==> src/core/isc_pkg.sv <==
// constants for the sample clock selector of an inertial measurement unit
// assumes a single 125 MHz system clock and a host-side register writer
package isc_pkg;
  localparam int CLK_HZ = 125000000;
  localparam int INT_RATE_HZ = 2000;
  localparam int INT_DIV = CLK_HZ / INT_RATE_HZ;
  localparam int LOCK_TOL_US = 100;
  localparam int LOCK_TOL_CYC = LOCK_TOL_US * (CLK_HZ / 1000000);
  localparam int CTL_LAG_US = 200;
  localparam int CTL_LAG_CYC = CTL_LAG_US * (CLK_HZ / 1000000);
  localparam int EXT_CYCLES_NEEDED = 2;
  localparam int MODE_LSB = 2;
  localparam int MODE_MSB = 3;
  localparam int CAL_LSB = 6;
  localparam int CAL_MSB = 9;
  localparam logic [15:0] CTRL_RESET = 16'h0000;
  localparam logic [15:0] FACTOR_RESET = 16'h07d0;
  localparam int PERIOD_W = 32;
  localparam int PULSE_CYC = 8;
  typedef enum logic [1:0] {
    ISC_INTERNAL = 2'b00,
    ISC_DIRECT   = 2'b01,
    ISC_SCALED   = 2'b10,
    ISC_OUTSYNC  = 2'b11
  } isc_mode_e;
endpackage

==> src/core/isc_scaled_loop.sv <==
// digital frequency multiplier locked to a slow reference edge
// assumes refEdge is a synchronised one-cycle pulse on clk
`timescale 1ns/1ps
`default_nettype none
module isc_scaled_loop (
  input  wire logic                         clk,
  input  wire logic                         rst_b,
  input  wire logic                         restart,
  input  wire logic                         refEdge,
  input  wire logic [15:0]                  factor,
  output logic                              tick,
  output logic                              locked
);
  import isc_pkg::*;

  logic [PERIOD_W-1:0] refCount, next_refCount;
  logic [PERIOD_W-1:0] step, next_step;
  logic [PERIOD_W-1:0] phase, next_phase;
  logic [15:0]         ticksLeft, next_ticksLeft;
  logic                seenRef, next_seenRef;
  logic                next_tick, next_locked;

  always_comb begin
    next_refCount = refCount + 1'b1;
    next_step = step;
    next_phase = phase;
    next_ticksLeft = ticksLeft;
    next_seenRef = seenRef;
    next_tick = 1'b0;
    next_locked = locked;
    if (restart) begin
      next_refCount = '0;
      next_step = '0;
      next_phase = '0;
      next_ticksLeft = '0;
      next_seenRef = 1'b0;
      next_locked = 1'b0;
    end else if (refEdge) begin
      // reference edge realigns the feedback edge
      next_refCount = '0;
      next_seenRef = 1'b1;
      if (seenRef && factor != 16'h0000) begin
        next_step = refCount / PERIOD_W'(factor);
      end
      if (seenRef && step != '0) begin
        if (phase <= PERIOD_W'(LOCK_TOL_CYC) ||
            step - phase <= PERIOD_W'(LOCK_TOL_CYC)) begin
          next_locked = 1'b1;
        end
      end
      next_phase = '0;
      next_ticksLeft = factor;
      if (step != '0 && factor != 16'h0000) begin
        next_tick = 1'b1;
        next_ticksLeft = factor - 16'h0001;
      end
    end else if (step != '0) begin
      if (phase + 1'b1 >= step) begin
        next_phase = '0;
        if (ticksLeft != 16'h0000) begin
          next_tick = 1'b1;
          next_ticksLeft = ticksLeft - 16'h0001;
        end
      end else begin
        next_phase = phase + 1'b1;
      end
    end
  end

  always_ff @(posedge clk or negedge rst_b) begin
    if (!rst_b) begin
      refCount <= '0;
      step <= '0;
      phase <= '0;
      ticksLeft <= '0;
      seenRef <= 1'b0;
      tick <= 1'b0;
      locked <= 1'b0;
    end else begin
      refCount <= next_refCount;
      step <= next_step;
      phase <= next_phase;
      ticksLeft <= next_ticksLeft;
      seenRef <= next_seenRef;
      tick <= next_tick;
      locked <= next_locked;
    end
  end
endmodule
`default_nettype wire

==> src/core/isc_sample_clock_select.sv <==
// sample clock source selection and readback staging
// assumes control writes arrive as one-cycle strobes on clk
`timescale 1ns/1ps
`default_nettype none
module isc_sample_clock_select #(
  parameter int INT_DIV_P  = isc_pkg::INT_DIV,
  parameter int CTL_LAG_P  = isc_pkg::CTL_LAG_CYC
) (
  input  wire logic                         clk,
  input  wire logic                         rst_b,
  input  wire logic                         ctrlWrite,
  input  wire logic [15:0]                  ctrlData,
  input  wire logic                         factorWrite,
  input  wire logic [15:0]                  factorData,
  input  wire logic                         syncIn,
  output logic                              syncOut,
  output logic                              syncOe,
  output logic                              sampleTick,
  output logic                              sample_update_pin,
  output logic [15:0]                       misc_control_reg,
  output logic [15:0]                       clock_multiplier_factor,
  output logic                              pllLocked
);
  import isc_pkg::*;

  // ****************************************************************
  // pin synchroniser and edge detect
  // ****************************************************************
  logic syncMeta, syncStable, syncLast;
  logic next_syncMeta, next_syncStable, next_syncLast;
  logic syncRise;

  // two flops guard against a metastable pin level
  always_comb begin
    next_syncMeta = syncIn;
    next_syncStable = syncMeta;
    next_syncLast = syncStable;
  end

  always_ff @(posedge clk or negedge rst_b) begin
    if (!rst_b) begin
      syncMeta <= 1'b0;
      syncStable <= 1'b0;
      syncLast <= 1'b0;
    end else begin
      syncMeta <= next_syncMeta;
      syncStable <= next_syncStable;
      syncLast <= next_syncLast;
    end
  end
  // a rise is seen one to two cycles after the pin moves
  assign syncRise = syncStable & ~syncLast;

  // ****************************************************************
  // mode and factor staging
  // ****************************************************************
  // modes that wait for the reference before they take over
  function automatic logic isExtMode(input logic [1:0] mode);
    return (mode == ISC_DIRECT) || (mode == ISC_SCALED);
  endfunction

  logic [15:0] factorShadow, next_factorShadow;
  logic [1:0]  activeMode, next_activeMode;
  logic [1:0]  pendMode, next_pendMode;
  logic        pending, next_pending;
  logic [1:0]  extSeen, next_extSeen;
  logic        factorRestart;
  logic        modeApply;

  always_comb begin
    next_factorShadow = factorShadow;
    next_activeMode = activeMode;
    next_pendMode = pendMode;
    next_pending = pending;
    next_extSeen = extSeen;
    factorRestart = 1'b0;
    modeApply = 1'b0;
    // a new factor reruns staging, so in direct and scaled mode its readback waits for the reference
    if (factorWrite && factorData != factorShadow) begin
      next_factorShadow = factorData;
      factorRestart = 1'b1;
      next_pending = 1'b1;
      next_pendMode = pending ? pendMode : activeMode;
      next_extSeen = 2'b00;
    end
    // the newest mode write replaces any staged one
    if (ctrlWrite && (pending || ctrlData[MODE_MSB:MODE_LSB] != activeMode))
    begin
      next_pendMode = ctrlData[MODE_MSB:MODE_LSB];
      next_pending = 1'b1;
      next_extSeen = 2'b00;
    end
    if (pending && !ctrlWrite && !factorWrite) begin
      // external modes need the reference seen twice
      if (isExtMode(pendMode)) begin
        if (syncRise && extSeen != 2'(EXT_CYCLES_NEEDED)) begin
          next_extSeen = extSeen + 2'b01;
        end
        if (extSeen == 2'(EXT_CYCLES_NEEDED)) begin
          next_pending = 1'b0;
        end
      end else begin
        next_pending = 1'b0;
      end
      if (!next_pending) begin
        modeApply = 1'b1;
        next_activeMode = pendMode;
      end
    end
  end

  always_ff @(posedge clk or negedge rst_b) begin
    if (!rst_b) begin
      factorShadow <= FACTOR_RESET;
      activeMode <= ISC_INTERNAL;
      pendMode <= ISC_INTERNAL;
      pending <= 1'b0;
      extSeen <= 2'b00;
    end else begin
      factorShadow <= next_factorShadow;
      activeMode <= next_activeMode;
      pendMode <= next_pendMode;
      pending <= next_pending;
      extSeen <= next_extSeen;
    end
  end

  // ****************************************************************
  // calibration option lag
  // ****************************************************************
  logic [3:0]  calPend, next_calPend;
  logic        calBusy, next_calBusy;
  logic [31:0] lagCount, next_lagCount;
  logic        calApply;

  always_comb begin
    next_calPend = calPend;
    next_calBusy = calBusy;
    next_lagCount = lagCount;
    calApply = 1'b0;
    if (ctrlWrite) begin
      // the newest write wins, a write of the shown value cancels
      next_calPend = ctrlData[CAL_MSB:CAL_LSB];
      next_calBusy = (ctrlData[CAL_MSB:CAL_LSB] !=
                      misc_control_reg[CAL_MSB:CAL_LSB]);
      next_lagCount = 32'(CTL_LAG_P - 1);
    end else if (calBusy) begin
      if (lagCount == 32'h0) begin
        next_calBusy = 1'b0;
        calApply = 1'b1;
      end else begin
        next_lagCount = lagCount - 32'h1;
      end
    end
  end

  always_ff @(posedge clk or negedge rst_b) begin
    if (!rst_b) begin
      calPend <= 4'h0;
      calBusy <= 1'b0;
      lagCount <= 32'h0;
    end else begin
      calPend <= next_calPend;
      calBusy <= next_calBusy;
      lagCount <= next_lagCount;
    end
  end

  // ****************************************************************
  // readback registers
  // ****************************************************************
  logic [15:0] next_misc, next_factorRead;
  logic        factorApplied, next_factorApplied;

  always_comb begin
    next_misc = misc_control_reg;
    next_factorRead = clock_multiplier_factor;
    next_factorApplied = modeApply;
    if (ctrlWrite) begin
      // mode and option bits keep their old value until applied
      next_misc = {ctrlData[15:CAL_MSB+1],
                   misc_control_reg[CAL_MSB:CAL_LSB],
                   ctrlData[CAL_LSB-1:MODE_MSB+1],
                   misc_control_reg[MODE_MSB:MODE_LSB],
                   ctrlData[MODE_LSB-1:0]};
    end
    if (calApply) begin
      next_misc[CAL_MSB:CAL_LSB] = calPend;
    end
    if (modeApply) begin
      next_misc[MODE_MSB:MODE_LSB] = pendMode;
      next_factorRead = factorShadow;
    end
  end

  always_ff @(posedge clk or negedge rst_b) begin
    if (!rst_b) begin
      misc_control_reg <= CTRL_RESET;
      clock_multiplier_factor <= FACTOR_RESET;
      factorApplied <= 1'b0;
    end else begin
      misc_control_reg <= next_misc;
      clock_multiplier_factor <= next_factorRead;
      factorApplied <= next_factorApplied;
    end
  end

  // ****************************************************************
  // internal oscillator and multiplier
  // ****************************************************************
  // free running, so internal ticks keep their phase across mode changes
  logic [31:0] intCount, next_intCount;
  logic        intTick;
  always_comb begin
    next_intCount = intCount + 32'h1;
    if (intCount >= 32'(INT_DIV_P - 1)) begin
      next_intCount = 32'h0;
    end
  end
  always_ff @(posedge clk or negedge rst_b) begin
    if (!rst_b) begin
      intCount <= 32'h0;
    end else begin
      intCount <= next_intCount;
    end
  end
  assign intTick = (intCount == 32'(INT_DIV_P - 1));

  // the loop restarts only when the staged factor really changes
  logic loopTick, loopLocked;
  isc_scaled_loop u_loop (
    .clk     (clk),
    .rst_b   (rst_b),
    .restart (factorRestart),
    .refEdge (syncRise),
    .factor  (factorShadow),
    .tick    (loopTick),
    .locked  (loopLocked)
  );

  // ****************************************************************
  // source select and sync pulse
  // ****************************************************************
  logic       rawTick;
  logic [3:0] pulseLeft, next_pulseLeft;

  always_comb begin
    unique case (activeMode)
      ISC_INTERNAL: rawTick = intTick;
      ISC_DIRECT:   rawTick = syncRise;
      ISC_SCALED:   rawTick = loopTick;
      ISC_OUTSYNC:  rawTick = intTick;
    endcase
    next_pulseLeft = pulseLeft;
    if (rawTick) begin
      next_pulseLeft = 4'(PULSE_CYC);
    end else if (pulseLeft != 4'h0) begin
      next_pulseLeft = pulseLeft - 4'h1;
    end
  end

  always_ff @(posedge clk or negedge rst_b) begin
    if (!rst_b) begin
      pulseLeft <= 4'h0;
    end else begin
      pulseLeft <= next_pulseLeft;
    end
  end

  // ****************************************************************
  // registered outputs
  // ****************************************************************
  logic next_syncOut, next_syncOe, next_update, next_pllLocked;

  always_comb begin
    // the pin is driven only while the pulse mode is active
    next_syncOe = (activeMode == ISC_OUTSYNC);
    next_syncOut = next_syncOe && (next_pulseLeft != 4'h0);
    // data ready toggles on each sample so the host sees completion
    next_update = sample_update_pin ^ rawTick;
    // lock reads low for one cycle, the cycle after any staged mode or factor takes over in readback
    next_pllLocked = loopLocked & ~factorApplied;
  end

  always_ff @(posedge clk or negedge rst_b) begin
    if (!rst_b) begin
      syncOut <= 1'b0;
      syncOe <= 1'b0;
      sampleTick <= 1'b0;
      sample_update_pin <= 1'b0;
      pllLocked <= 1'b0;
    end else begin
      syncOut <= next_syncOut;
      syncOe <= next_syncOe;
      sampleTick <= rawTick;
      sample_update_pin <= next_update;
      pllLocked <= next_pllLocked;
    end
  end
endmodule
`default_nettype wire

==> config.mk <==
export PLATFORM = sky130hd
export DESIGN_NAME = isc_sample_clock_select
export DESIGN_NICKNAME = d
export VERILOG_FILES = /design/src/core/isc_pkg.sv /design/src/core/isc_scaled_loop.sv /design/src/core/isc_sample_clock_select.sv
export SDC_FILE = /design/constraint.sdc
export NUM_CORES = 2
export LEC_CHECK = 0
export BUFFER_PORTS_ARGS = -buffer_cell sky130_fd_sc_hd__buf_4
export CAP_MARGIN = 25
export CORE_UTILIZATION = 45
export CTS_BUF_LIST = sky130_fd_sc_hd__clkbuf_4
export CTS_CLUSTER_SIZE = 20
export DETAILED_ROUTE_END_ITERATION = 7
export HOLD_SLACK_MARGIN = 0.15
export PLACE_DENSITY = 0.69
export RECOVER_POWER = 50
export SLEW_MARGIN = 10
export SYNTH_ARGS = -nofsm -noshare
export SYNTH_HDL_FRONTEND = slang
export SYNTH_HIERARCHICAL = 1
export SYNTH_SLANG_ARGS = --single-unit
==> constraint.sdc <==
create_clock -name clk -period 93.8 [get_ports clk]
set_clock_uncertainty 0.2 [all_clocks]
set_input_delay 4.69 -clock clk [delete_from_list [all_inputs] [get_ports clk]]
set_output_delay 4.69 -clock clk [all_outputs]
set_load 0.01 [all_outputs]
==> implementation parameters <==
Parameter                              Value

Status
  Run status    finished, violations left
  Failing checks    max-capacitance violations, max-slew violations

Routing
  Final routed wirelength across all metal layers    104400 µm
  Pre-antenna DRT Iters    5
  Drt drc    0
  Wire length per cell after detailed routing    ~18 µm
  Vias per inst    6.080
  Number of vias after detailed routing    approximately 35000
  Antenna-violating nets left    0
  Initial DRC Count    approximately 2300

STA
  Max Fclk    11.34 MHz
  Final clock period utilization by the worst path    93.99%
  Worst slew pin tran    5.725 ns
  Final Slew Violations    299
  Final Hold Viols    0
  Final setup violating endpoints    0
  Headroom to the max-slew limit    -281.7%
  Shortest clock period the worst path allows after layout    around 88 ns
  Post-Route Hold Slack    0.1520 ns

Clock tree
  Clock net sink count    250
  Worst skew pair latency    0.78 ns
  Deepest clock path buffer count    3
  CTS buffer count    71
  Clock tree from TritonCTS    built
  Hold buffer count at CTS    0
  H-tree depth    3
  Worst-path clk slew    0.08 ns
  Clk root buf    clkbuf_4

Cells and area
  Fillers    between 7000 and 8000
  Number of non-filler instances in the completed layout    a little under 6000
  Fraction of layout instances using a drive strength above 1    14.26%
  Syn-to-layout area delta    10.23%
  Final net count    5177

Synthesis
  Synthesized area    around 36000 µm²
  Number of warnings issued by yosys    6
  Most area-consuming cells after synthesis    dfrtp_1 17%, ha_1 16%, xnor2_1 4.7%, mux2_2 4.3%, nor2_1 4.3%
  Synthesized area per cell    7.893 µm²
  Dominant register cell in the synthesized netlist    dfrtp_1
  Flip-flop and latch count after synthesis    250
  Cell type with the highest aggregate area in the netlist    dfrtp_1
  Number of enable flip-flop cells after synthesis    0
  Number of cells produced by synthesis    4551
  Share of synthesized area occupied by flip-flops and latches    between 10% and 20%
  Async S/R FF share, synth    100.0%
  Synth unique cells    about 120
  Share of the synthesized area in the top cell type    16.58%
  Synth top cells by count    471 x ha_1, 409 x nor2_1, 375 x nand2_1, 268 x a21oi_1, 252 x nor3_1
  Most common cell in the netlist    ha_1

Floorplan
  Initial standard-cell utilization of the core    45.47%
  Number of I/O pins    74
  FP Rows    103
  Die boundary width    ~280 µm
  Die ar.    between 80000 and 90000 µm²
  Overall die height    284.5 µm
  Floorplan core area    ~79000 µm²

Critical path
  Maximum fanout count along the critical path    32
  Launch point of the critical path    factorShadow[5]$_DFFE_PN0P_
  FF-to-FF setup slack    5.64 ns
  Critical Path Most Common Cell    o21a_1
  Arrival time at the worst endpoint    88.63 ns
  Required time reported for the critical path endpoint    94.26 ns
  Category of the most critical setup path    flop to flop
  Startpoint kind of the worst setup timing path    flop
  Critical R2R Launch    factorShadow[5]$_DFFE_PN0P_
  Worst path slowest cell    or4_1
  Largest stage delay on the critical path    around 0.58 ns
  Worst setup EP type    flop

Global routing
  Combined global-route utilization of all metal layers    24.91%
  Pin count of the biggest net entering global routing    just over 100
  Vias in the first global route    33780
  Antenna violations before repair    1
  First-pass GRT wire length    between 150000 and 200000 µm
  Grt total ovfl    0

Placement
  Global placer's final weighted congestion    0.9865
  Buffers added on ports    73
  Placed wire-length estimate    78260 µm
  Post-placement cell count    around 5600

Hold path
  Source of the worst hold timing path    next_syncStable$_DFF_PN0_
  Classification of the worst-slack hold path    flop to flop

Flow run
  Total of max-cap violations    5
[layout make-up]
cell class | count | area [µm²] | share of cell area, %
Inverter | 175 | 660.6 | 1.669
Clock inverter | 22 | 146.4 | 0.3697
Antenna cell | 1 | 2.502 | 0.006320
Timing Repair Buffer | 189 | 1420 | 3.587
Sequential cell | 250 | 6272 | 15.84
Tap cell | 1050 | 1314 | 3.318
Multi-Input combinational cell | 3981 | 29010 | 73.28
Clock buffer | 102 | 765.7 | 1.934
[cell families (layout without fill, tap and decap cells)]
family	Yosys count	after routing	synth area share (%)
fa+ha+maj	474	474	16.52
buf+inv	335	488	3.807
other cells	1	17	0.01044
xor+xnor	315	315	7.702
simple gates	1666	1666	23.30
mux	180	180	5.622
flops	250	250	17.46
compound gates	1330	1330	25.58
[per-layer routing]
| metal | vias up | GRT usage [%] | routed length [µm] |
|---|---|---|---|
| met5 | - | 0 | 0 |
| met4 | 0 | 9.570 | 3813 |
| met3 | 283 | 2.745 | 5025 |
| met2 | 905 | 43.87 | 50520 |
| met1 | 16590 | 30.94 | 44990 |
| li1 | 17310 | - | - |
[cell usage in the layout (no fill, tap or decap), drive strengths merged, types with 38 or more instances in the layout]
master and n:
a211oi 71, a21o 114, a21oi 270, and2 38, and3 43, buf 182
clkbuf 109, dfrtp 238, ha 471, inv 176, mux2 146, nand2 375
nand2b 58, nand3 110, nand4 59, nor2 409, nor2b 47, nor3 255
nor4 68, o211ai 42, o21a 195, o21ai 221, o31ai 140, or2 52
or3 56, xnor2 195, xor2 120
[timing repair]
| action | 4_1_cts | 5_1_grt |
|---|---|---|
| gates resized for setup | 13 | 130 |
| endpoints found under the setup margin | 1 | 3 |
| pin swaps | 1 | 27 |
| setup buffers | 3 | 56 |
[metrics by stage]
| stage | TNS [ns] | util (%) | setup WS [ns] | cell area, µm² |
|---|---|---|---|---|
| after global routing | -0.4591 | 50.12 | -0.4591 | 39590 |
| after CTS | 0 | 48.89 | 0.06881 | 38630 |
| after detailed placement | -2.357 | 47.61 | -2.357 | 37610 |
| final | 0 | 50.12 | 5.635 | 39590 |
| after floorplan | 0 | - | 2.943 | 35980 |
| after global placement | 0 | 47.60 | 0.08627 | 37610 |
[critical path, delay by kind of cell, from the launching register on]
kind	cells	cell delay (ns)
AO/OA/AOI/OAI	256	52.00
flip-flops	1	0.50
multiplexers	9	2.81
buffers and inverters	23	4.27
adder cells (fa/ha/maj)	31	9.49
AND/OR/NAND/NOR	95	18.47
[worst paths after layout]
path,end,cells after the start
max,u_loop/step[0]$_DFFE_PN0P_,414
min,next_syncLast$_DFF_PN0_,0
max reg2reg,u_loop/step[0]$_DFFE_PN0P_,414
min reg2reg,next_syncLast$_DFF_PN0_,0
max in group asynchronous,factorShadow[5]$_DFFE_PN0P_,3
min in group asynchronous,u_loop/phase[14]$_DFFE_PN0P_,1
Power is not shown: default switching activity piles up to over one toggle a cycle in this logic, so the estimate is an artifact.
